[config.mk]
export PLATFORM = sky130hd
export DESIGN_NAME = mbwc_top
export DESIGN_NICKNAME = d
export VERILOG_FILES = /design/src/logic/mbwc_crc16.v /design/src/logic/mbwc_top.v
export VERILOG_INCLUDE_DIRS = /design/src /design/src/pkg
export SDC_FILE = /design/constraint.sdc
export NUM_CORES = 1
export LEC_CHECK = 0
export BUFFER_PORTS_ARGS = -buffer_cell sky130_fd_sc_hd__buf_2
export CAP_MARGIN = 20
export CORE_MARGIN = 1
export CORE_UTILIZATION = 37
export DETAILED_ROUTE_END_ITERATION = 7
export SYNTH_ARGS = -nofsm -noshare
export SYNTH_HDL_FRONTEND = slang
export SYNTH_SLANG_ARGS = --single-unit
[constraint.sdc]
create_clock -name mclk -period 6.5 [get_ports mclk]
set_input_delay 0.65 -clock mclk [delete_from_list [all_inputs] [get_ports mclk]]
set_output_delay 0.65 -clock mclk [all_outputs]
set_load 0.02 [all_outputs]
[src/pkg/mbwc_defines.vh]
// constants for the serial query handler: codes, addresses, crc
//
// Summary of operation
// [RULE_01] coil-write reply: address, function, start coil, coil count, crc.
// [RULE_02] master pads an odd coil data byte count up to even.
// [RULE_03] register-write query: address, function, start, count, byte count, values, crc.
// [RULE_04] the one-byte count field is a byte count, not a register count.
// [RULE_05] register-write reply: address, function, start, register count, crc.
// [RULE_06] master never broadcasts a multi-register write.
// [RULE_07] every addressed non-broadcast query gets a reply; errors give exceptions. The handler drops queries longer than 64 bytes unanswered.
// [RULE_08] exception frame: address, function plus 80h, exception code, crc.
// [RULE_09] codes: 01h unsupported function, 02h bad address, 03h bad format.
// [RULE_10] value outside a register's range is rejected with 21h.
// [RULE_11] locked-while-running, commit while running, fault writes, read-only writes give 22h.
// [RULE_12] register writes reach volatile storage only until committed.
// [RULE_13] single-register write of any value to 0900h commits pending data.
// [RULE_14] commit progress is shown on status coil 001Ah.
// [RULE_15] master commits sparingly; storage wears after about 100,000 writes.
// [RULE_16] progress coil reads 1 while storing, 0 otherwise.
// [RULE_17] a query with bad crc is dropped without action or reply.
`ifndef MBWC_DEFINES_VH
`define MBWC_DEFINES_VH

`define MBWC_BCAST_ADDR   8'h00
`define MBWC_FN_WR_REG    8'h06
`define MBWC_FN_WR_COILS  8'h0F
`define MBWC_FN_WR_REGS   8'h10
`define MBWC_EXC_FLAG     8'h80
`define MBWC_EX_FUNC      8'h01
`define MBWC_EX_ADDR      8'h02
`define MBWC_EX_FORMAT    8'h03
`define MBWC_EX_RANGE     8'h21
`define MBWC_EX_BUSY      8'h22
`define MBWC_COMMIT_REG   16'h0900
`define MBWC_PROGRESS_COIL 16'h001A
`define MBWC_LEN_SINGLE   16'h0008
`define MBWC_LEN_MULTI    16'h0009
`define MBWC_LEN_MIN      16'h0004
`define MBWC_RESP_NORMAL  4'h6
`define MBWC_RESP_EXC     4'h3
`define MBWC_CRC_INIT     16'hFFFF
`define MBWC_CRC_POLY     16'hA001

`endif

[src/logic/mbwc_crc16.v]
// crc-16 byte accumulator for the serial frames
`timescale 1ns/1ps
`default_nettype none
`include "mbwc_defines.vh"

module mbwc_crc16 (
    input  wire        clk,
    input  wire        rst_n,
    input  wire        clr,
    input  wire        en,
    input  wire [7:0]  data,
    output reg  [15:0] crc_q
);
    function [15:0] crc_step;
        input [15:0] c;
        input [7:0]  d;
        integer k;
        reg [15:0] t;
        begin
            t = c ^ {8'h00, d};
            for (k = 0; k < 8; k = k + 1) begin
                if (t[0])
                    t = (t >> 1) ^ `MBWC_CRC_POLY;
                else
                    t = t >> 1;
            end
            crc_step = t;
        end
    endfunction

    always @(posedge clk or negedge rst_n) begin
        if (!rst_n)
            crc_q <= `MBWC_CRC_INIT;
        else if (clr)
            crc_q <= `MBWC_CRC_INIT;
        else if (en)
            crc_q <= crc_step(crc_q, data);
    end
endmodule // mbwc_crc16
`default_nettype wire

[src/logic/mbwc_top.v]
// query handler for multi-write, exception replies and storage commit
`timescale 1ns/1ps
`default_nettype none
`include "mbwc_defines.vh"

module mbwc_top #(
    parameter BUF_AW = 6
) (
    input  wire        mclk,
    input  wire        rst_b,
    input  wire [7:0]  slave_addr,
    input  wire [7:0]  rx_byte,
    input  wire        rx_valid,
    input  wire        rx_frame_end,
    output reg  [7:0]  tx_byte_q,
    output reg         tx_valid_q,
    output reg         tx_last_q,
    input  wire        tx_ready,
    input  wire        drive_running,
    input  wire        drive_fault,
    output reg  [15:0] item_addr_q,
    output reg  [15:0] item_value_q,
    output reg         item_coil_q,
    input  wire        item_exists,
    input  wire        item_read_only,
    input  wire        item_run_locked,
    input  wire        item_in_range,
    output wire        wr_en,
    output reg         nv_commit_start_q,
    input  wire        nv_commit_done,
    output reg         commit_progress_flag_q
);
    localparam DEPTH = 1 << BUF_AW;
    localparam LEN_W = BUF_AW + 1;

    localparam ST_IDLE  = 5'h01;
    localparam ST_CHECK = 5'h02;
    localparam ST_VALID = 5'h04;
    localparam ST_WRITE = 5'h08;
    localparam ST_TX    = 5'h10;

    reg        rst_m_q;
    reg        rst_n_q;
    reg [4:0]  state_q;
    reg [7:0]  buf_q [0:DEPTH-1];
    reg [LEN_W-1:0] len_q;
    reg        ovf_q;
    reg        exc_q;
    reg [7:0]  exc_code_q;
    reg        bcast_q;
    reg [15:0] idx_q;
    reg [15:0] cnt_q;
    reg [3:0]  tx_idx_q;

    wire [15:0] rx_crc;
    wire [15:0] tx_crc;

    // reset released through two flops
    always @(posedge mclk or negedge rst_b) begin
        if (!rst_b) begin
            rst_m_q <= 1'b0;
            rst_n_q <= 1'b0;
        end else begin
            rst_m_q <= 1'b1;
            rst_n_q <= rst_m_q;
        end
    end

    wire st_idle  = state_q == ST_IDLE;
    wire st_check = state_q == ST_CHECK;
    wire st_tx    = state_q == ST_TX;

    wire [7:0]  q_addr  = buf_q[0];
    wire [7:0]  q_func  = buf_q[1];
    wire [15:0] q_start = {buf_q[2], buf_q[3]};
    wire [15:0] q_cnt   = {buf_q[4], buf_q[5]};
    wire [7:0]  q_bc    = buf_q[6];
    wire [15:0] len16   = {{(16 - LEN_W){1'b0}}, len_q};

    function is_fn;
        input [7:0] f;
        input [7:0] code;
        begin
            is_fn = (f == code);
        end
    endfunction

    function [BUF_AW-1:0] bi;
        input [15:0] i;
        begin
            bi = i[BUF_AW-1:0];
        end
    endfunction

    wire fn_reg   = is_fn(q_func, `MBWC_FN_WR_REG);
    wire fn_coils = is_fn(q_func, `MBWC_FN_WR_COILS);
    wire fn_regs  = is_fn(q_func, `MBWC_FN_WR_REGS);

    // residue of zero over data plus received crc means intact
    wire crc_ok   = (rx_crc == 16'h0000) && (len16 >= `MBWC_LEN_MIN); // RULE_17
    wire bcast    = q_addr == `MBWC_BCAST_ADDR;
    wire addr_hit = bcast || (q_addr == slave_addr);

    wire [15:0] exp_len    = `MBWC_LEN_MULTI + {8'h00, q_bc};
    wire [15:0] coil_bytes = (q_cnt + 16'h0007) >> 3;
    wire        len_multi  = (len16 == exp_len) && (q_cnt != 16'h0000);
    // count field is bytes; each register takes two
    wire fmt_regs  = len_multi && ({8'h00, q_bc} == {q_cnt[14:0], 1'b0}); // RULE_04
    // an extra pad byte is tolerated for even pairing
    wire fmt_coils = len_multi && ({5'h00, q_bc, 3'h0} >= q_cnt)
                     && ({8'h00, q_bc} <= coil_bytes + 16'h0001); // RULE_02
    wire fmt_ok    = fn_reg ? (len16 == `MBWC_LEN_SINGLE) :
                     fn_regs ? fmt_regs : fmt_coils;
    wire is_commit = fn_reg && (q_start == `MBWC_COMMIT_REG);

    // value of item i, taken from the held query
    function [15:0] item_val;
        input [15:0] i;
        reg   [15:0] p;
        reg   [7:0]  cb;
        begin
            p  = {i[14:0], 1'b0};
            cb = buf_q[bi(16'h0007 + {3'h0, i[15:3]})];
            if (fn_reg)
                item_val = {buf_q[4], buf_q[5]};
            else if (fn_regs)
                item_val = {buf_q[bi(16'h0007 + p)], buf_q[bi(16'h0008 + p)]}; // RULE_03
            else
                item_val = {15'h0000, cb[i[2:0]]};
        end
    endfunction

    // frame store; memory needs no reset
    always @(posedge mclk) begin
        if (st_idle && rx_valid && (len_q != DEPTH[LEN_W-1:0]))
            buf_q[len_q[BUF_AW-1:0]] <= rx_byte;
    end

    mbwc_crc16 u_rx_crc (
        .clk   (mclk),
        .rst_n (rst_n_q),
        .clr   (st_check),
        .en    (st_idle && rx_valid),
        .data  (rx_byte),
        .crc_q (rx_crc)
    );

    wire [3:0] resp_n   = exc_q ? `MBWC_RESP_EXC : `MBWC_RESP_NORMAL;
    wire       tx_load  = st_tx && (!tx_valid_q || tx_ready);
    wire       tx_body  = tx_idx_q < resp_n;
    reg  [7:0] resp_byte;

    always @* begin
        resp_byte = buf_q[tx_idx_q[2:0]]; // RULE_01 RULE_05
        if (exc_q) begin
            case (tx_idx_q)
                4'h0:    resp_byte = q_addr;
                4'h1:    resp_byte = q_func | `MBWC_EXC_FLAG; // RULE_08
                default: resp_byte = exc_code_q;
            endcase
        end
    end

    mbwc_crc16 u_tx_crc (
        .clk   (mclk),
        .rst_n (rst_n_q),
        .clr   (st_check),
        .en    (tx_load && tx_body),
        .data  (resp_byte),
        .crc_q (tx_crc)
    );

    // write strobe qualifies the held item fields
    assign wr_en = state_q == ST_WRITE; // RULE_12

    wire last_item = idx_q == cnt_q - 16'h0001;
    wire bad_busy  = item_read_only || drive_fault
                     || (item_run_locked && drive_running);

    always @(posedge mclk or negedge rst_n_q) begin
        if (!rst_n_q) begin
            state_q           <= ST_IDLE;
            len_q             <= {LEN_W{1'b0}};
            ovf_q             <= 1'b0;
            exc_q             <= 1'b0;
            exc_code_q        <= 8'h00;
            bcast_q           <= 1'b0;
            idx_q             <= 16'h0000;
            cnt_q             <= 16'h0000;
            tx_idx_q          <= 4'h0;
            tx_byte_q         <= 8'h00;
            tx_valid_q        <= 1'b0;
            tx_last_q         <= 1'b0;
            item_addr_q       <= 16'h0000;
            item_value_q      <= 16'h0000;
            item_coil_q       <= 1'b0;
            nv_commit_start_q <= 1'b0;
        end else begin
            nv_commit_start_q <= 1'b0;
            case (state_q)
                ST_IDLE: begin
                    if (rx_valid) begin
                        if (len_q == DEPTH[LEN_W-1:0])
                            ovf_q <= 1'b1;
                        else
                            len_q <= len_q + {{(LEN_W-1){1'b0}}, 1'b1};
                    end
                    if (rx_frame_end && (len_q != {LEN_W{1'b0}} || rx_valid))
                        state_q <= ST_CHECK;
                end
                ST_CHECK: begin
                    len_q    <= {LEN_W{1'b0}};
                    ovf_q    <= 1'b0;
                    bcast_q  <= bcast;
                    exc_q    <= 1'b0;
                    tx_idx_q <= 4'h0;
                    if (!crc_ok || ovf_q || !addr_hit) begin
                        state_q <= ST_IDLE; // RULE_17
                    end else if (bcast && fn_regs) begin
                        state_q <= ST_IDLE; // RULE_06
                    end else if (!(fn_reg || fn_regs || fn_coils)) begin
                        exc_q      <= 1'b1;
                        exc_code_q <= `MBWC_EX_FUNC; // RULE_09
                        state_q    <= bcast ? ST_IDLE : ST_TX; // RULE_07
                    end else if (!fmt_ok) begin
                        exc_q      <= 1'b1;
                        exc_code_q <= `MBWC_EX_FORMAT; // RULE_09
                        state_q    <= bcast ? ST_IDLE : ST_TX;
                    end else if (is_commit) begin
                        if (drive_running || drive_fault) begin
                            exc_q      <= 1'b1;
                            exc_code_q <= `MBWC_EX_BUSY; // RULE_11
                        end else begin
                            nv_commit_start_q <= 1'b1; // RULE_13
                        end
                        state_q <= bcast ? ST_IDLE : ST_TX;
                    end else begin
                        idx_q        <= 16'h0000;
                        cnt_q        <= fn_reg ? 16'h0001 : q_cnt;
                        item_addr_q  <= q_start;
                        item_value_q <= item_val(16'h0000);
                        item_coil_q  <= fn_coils;
                        state_q      <= ST_VALID;
                    end
                end
                ST_VALID: begin
                    // nothing is written unless every item passes
                    if (!item_exists || !item_in_range || bad_busy) begin
                        exc_q   <= 1'b1;
                        state_q <= bcast_q ? ST_IDLE : ST_TX;
                        if (!item_exists)
                            exc_code_q <= `MBWC_EX_ADDR; // RULE_09
                        else if (bad_busy)
                            exc_code_q <= `MBWC_EX_BUSY; // RULE_11
                        else
                            exc_code_q <= `MBWC_EX_RANGE; // RULE_10
                    end else if (last_item) begin
                        idx_q        <= 16'h0000;
                        item_addr_q  <= q_start;
                        item_value_q <= item_val(16'h0000);
                        state_q      <= ST_WRITE;
                    end else begin
                        idx_q        <= idx_q + 16'h0001;
                        item_addr_q  <= q_start + idx_q + 16'h0001;
                        item_value_q <= item_val(idx_q + 16'h0001);
                    end
                end
                ST_WRITE: begin
                    if (last_item) begin
                        state_q <= bcast_q ? ST_IDLE : ST_TX;
                    end else begin
                        idx_q        <= idx_q + 16'h0001;
                        item_addr_q  <= q_start + idx_q + 16'h0001;
                        item_value_q <= item_val(idx_q + 16'h0001);
                    end
                end
                ST_TX: begin
                    if (tx_load) begin
                        if (tx_idx_q == resp_n + 4'h2) begin
                            tx_valid_q <= 1'b0;
                            tx_last_q  <= 1'b0;
                            exc_q      <= 1'b0;
                            state_q    <= ST_IDLE;
                        end else begin
                            tx_valid_q <= 1'b1;
                            tx_idx_q   <= tx_idx_q + 4'h1;
                            tx_last_q  <= tx_idx_q == resp_n + 4'h1;
                            if (tx_body)
                                tx_byte_q <= resp_byte;
                            else if (tx_idx_q == resp_n)
                                tx_byte_q <= tx_crc[7:0];
                            else
                                tx_byte_q <= tx_crc[15:8];
                        end
                    end
                end
                default: begin
                    state_q <= ST_IDLE;
                end
            endcase
        end
    end

    // a new start wins over a completion in the same cycle
    always @(posedge mclk or negedge rst_n_q) begin
        if (!rst_n_q)
            commit_progress_flag_q <= 1'b0;
        else if (nv_commit_start_q)
            commit_progress_flag_q <= 1'b1; // RULE_14 RULE_16
        else if (nv_commit_done)
            commit_progress_flag_q <= 1'b0; // RULE_16
    end
endmodule // mbwc_top
`default_nettype wire

==> flow_summary.json <==
{
  "drt-total-wl_microns": 106000,
  "synth_xor_area_frac": 0.0330,
  "final_cells": 3597,
  "synth_ff_type": "edfxtp_1",
  "powerDensity_nw_per_um2": 299,
  "fp.dieW_microns": 306,
  "synth-compound-area-share": 0.0594,
  "syn2layout_area_growth_pct": 12.5,
  "synth.area.top_cells": "edfxtp_1, mux4_2, dfrtp_1",
  "status": "finished, final reports clean",
  "tightest_slew_ns": 1.20,
  "grt_max_degree": 115,
  "min_period_over_period": 0.805,
  "dieArea_sq_um": 93700,
  "hold_class": "input port to register",
  "drive_gt1_frac": 0.274,
  "synth_top_family_by_area": "multiplexers",
  "ys_seq_elements": 645,
  "synthMuxAreaShare": 0.245,
  "die_h_microns": 306,
  "first_iter_violations": 2938,
  "maxCapViolCount": 0,
  "startpoint": "buf_q[5][2]",
  "grt_first_pass_wirelength_microns": 155000,
  "cts_tree": "done",
  "slew_headroom": 0.198,
  "syn_avg_cell_area_sq_um": 14.8,
  "ant_nets": 0,
  "synth-warning-count": 0,
  "yosysUniqueCellTypes": 86,
  "max_freq_mhz": 191,
  "cts_buffer_depth": 3,
  "endpoint_kind": "register",
  "htreeDepth": 3,
  "criticalPathCategory": "register to register",
  "async_flop_share": 0.206,
  "dp_cells": 3458,
  "rsz0062_at_grt": "false",
  "rows": 111,
  "post-route-util": 0.420,
  "hpwl_microns": 71100,
  "syn_nets": 2380,
  "setup_tns_ns": 0,
  "coreArea_sq_um": 91700,
  "final-max-slew-violation-count": 0,
  "avgRoutedWirePerCell_microns": 29.6,
  "setup_viol_count_final": 0,
  "postCtsSetupRepairBufs": 0,
  "dr_total_vias": 22200,
  "synth_area_sq_um": 34200,
  "p_leak_nw": 12.7,
  "reg2reg_from": "buf_q[5][2]",
  "gp_congestion": 0.945,
  "synth_edf_count": 512,
  "start_util": 0.373,
  "hold_viol": 0,
  "insertion_delay_ns": 0.65,
  "fin_skew_ns": 0.0465,
  "synth_top_area_frac": 0.449,
  "yosysTopAreaCell": "edfxtp_1",
  "drt_pass1_iterations": 6,
  "seq_area_frac_synth": 0.548,
  "cts_root_buf": "clkbuf_16",
  "cts-resized-gates": 0,
  "synth-simple-area-share": 0.0724,
  "grt_pass1_vias": 21900,
  "arrival_ns": 5.72,
  "synthAdderAreaFrac": 0.0173,
  "cp.required_ns": 6.99,
  "finalWorstPathRequiredPeriod_ns": 5.23,
  "drc": 0,
  "cts-buffers-inserted": 71,
  "grt_usage": 0.227,
  "final_nets": 2428,
  "critPathMaxFanout": 29,
  "via_per_inst": 6.18,
  "peakVddDrop_uv": 178,
  "port_buffers": 73,
  "syn_inst": 2306,
  "grt-ovfl-total": 0,
  "antenna_found_initial": 5,
  "final.fill_count": 8182,
  "io-pin-count": 74,
  "cp-start-kind": "register",
  "num_antenna_cells": 0,
  "cts.reportedPaths.clkPinSlew_ns": 0.07,
  "cts.sinks": 645,
  "worstHoldStart": "nv_commit_done"
}
==> what timing repair did <==
action,4_1_cts,5_1_grt
hold endpoints to repair,2,0
hold buffers,1,0
endpoints found under the setup margin,0,0
==> metal layers <==
layer / wire [microns] / global-route usage
met1: 42600 / 0.308
met2: 50100 / 0.361
met3: 9560 / 0.0444
met4: 4120 / 0.0826
met5: 46 / 0
==> synthesized netlist by cell type, drive strengths merged, types with 41 or more instances <==
cell type	number
clkbuf	87
xnor2	77
inv	46
mux2i	109
a21oi	77
nor2	165
dfrtp	100
mux2	41
buf	69
edfxtp	512
ha	45
xor2	48
nor3	50
mux4	303
nand2	126
o21ai	86
==> flip-flops by register name, indices dropped and copies added (netlist names), 3 cells and up <==
register	count
u_tx_crc.crc_q	16
idx_q	16
exc_code_q	3
item_addr_q	16
buf_q	512
len_q	7
state_q	5
item_value_q	16
tx_byte_q	8
cnt_q	16
tx_idx_q	4
u_rx_crc.crc_q	16
==> critical path, cell delays in order, from the launching register on <==
cell and delay, ns:
edfxtp_1 0.52, nor4_1 0.60, or2_2 0.23, inv_1 0.05, ha_1 0.20, xor2_1 0.16
xnor2_1 0.15, ha_1 0.31, o21a_1 0.11, o21a_1 0.16, o21a_1 0.16, o21ai_0 0.14
a21oi_1 0.09, o2111ai_1 0.21, a41oi_2 0.28, o21a_2 0.43, nor2_4 0.86, mux2_2 0.42
==> layout make-up <==
class                   instances  area, sq um  area share
multi-input cells            1457        14700       0.381
inverters                      48          183     0.00475
repair buffers                131          937      0.0244
clock inverters                45          589      0.0153
clock buffers                  85         1870      0.0486
well taps                    1186         1480      0.0386
flip-flops and latches        645        18800       0.487
==> stage by stage <==
stage	setup WS (ns)	area, sq um	hold slack, ns	power (mW)
3_3_place_gp	1.39	35900	0.345	7.28
2_1_floorplan	1.99	34200	0.331	6.50
6_report	1.27	38500	0.282	11.5
3_5_place_dp	1.33	35900	0.340	7.31
4_1_cts	1.27	38400	0.254	11.6
5_1_grt	0.886	38500	0.281	11.9
==> placed cells by master (no fill, tap or decap), types with 19 or more instances in the layout <==
master       n
edfxtp_1   512
mux4_2     303
nor2_1     163
nand2_1    126
mux2i_1    109
dfrtp_1     97
o21ai_0     81
a21oi_1     77
xnor2_1     73
buf_2       73
clkbuf_16   71
nor3_1      48
xor2_1      47
buf_4       44
inv_1       43
ha_1        43
mux2_2      41
nand4_1     35
dfstp_2     33
nand3_1     31
a211oi_1    28
o31ai_1     21
nor2b_1     19
==> cell families (layout without fill, tap and decap cells) <==
logic type,count (synthesis),after routing
other,1,1
AO/OA/AOI/OAI,316,316
flip-flops,645,645
multiplexers,453,453
buffers and inverters,204,309
AND/OR/NAND/NOR,515,515
XOR/XNOR,125,125
adder cells (fa/ha/maj),47,47
==> report_power, final <==
part | total (mW) | switching [mW] | internal, mW | leakage (nW)
Combinational | 2.34 | 1.39 | 0.952 | 5.22
Sequential | 4.90 | 0.215 | 4.68 | 6.26
Clock | 4.27 | 1.78 | 2.49 | 1.18
==> final timing paths <==
| kind | end | slack [ns] | depth (start not counted) |
|---|---|---|---|
| hold reg to reg | rst_n_q | 0.37 | 0 |
| setup / recovery | item_addr_q[2] | 1.27 | 17 |
| min in group asynchronous | rst_n_q | 0.32 | 2 |
| max in group asynchronous | len_q[4] | 4.55 | 1 |
| setup reg to reg | item_addr_q[2] | 1.27 | 17 |
| hold / removal | commit_progress_flag_q | 0.28 | 3 |
Note: power is estimated with default switching activity, not from simulation.
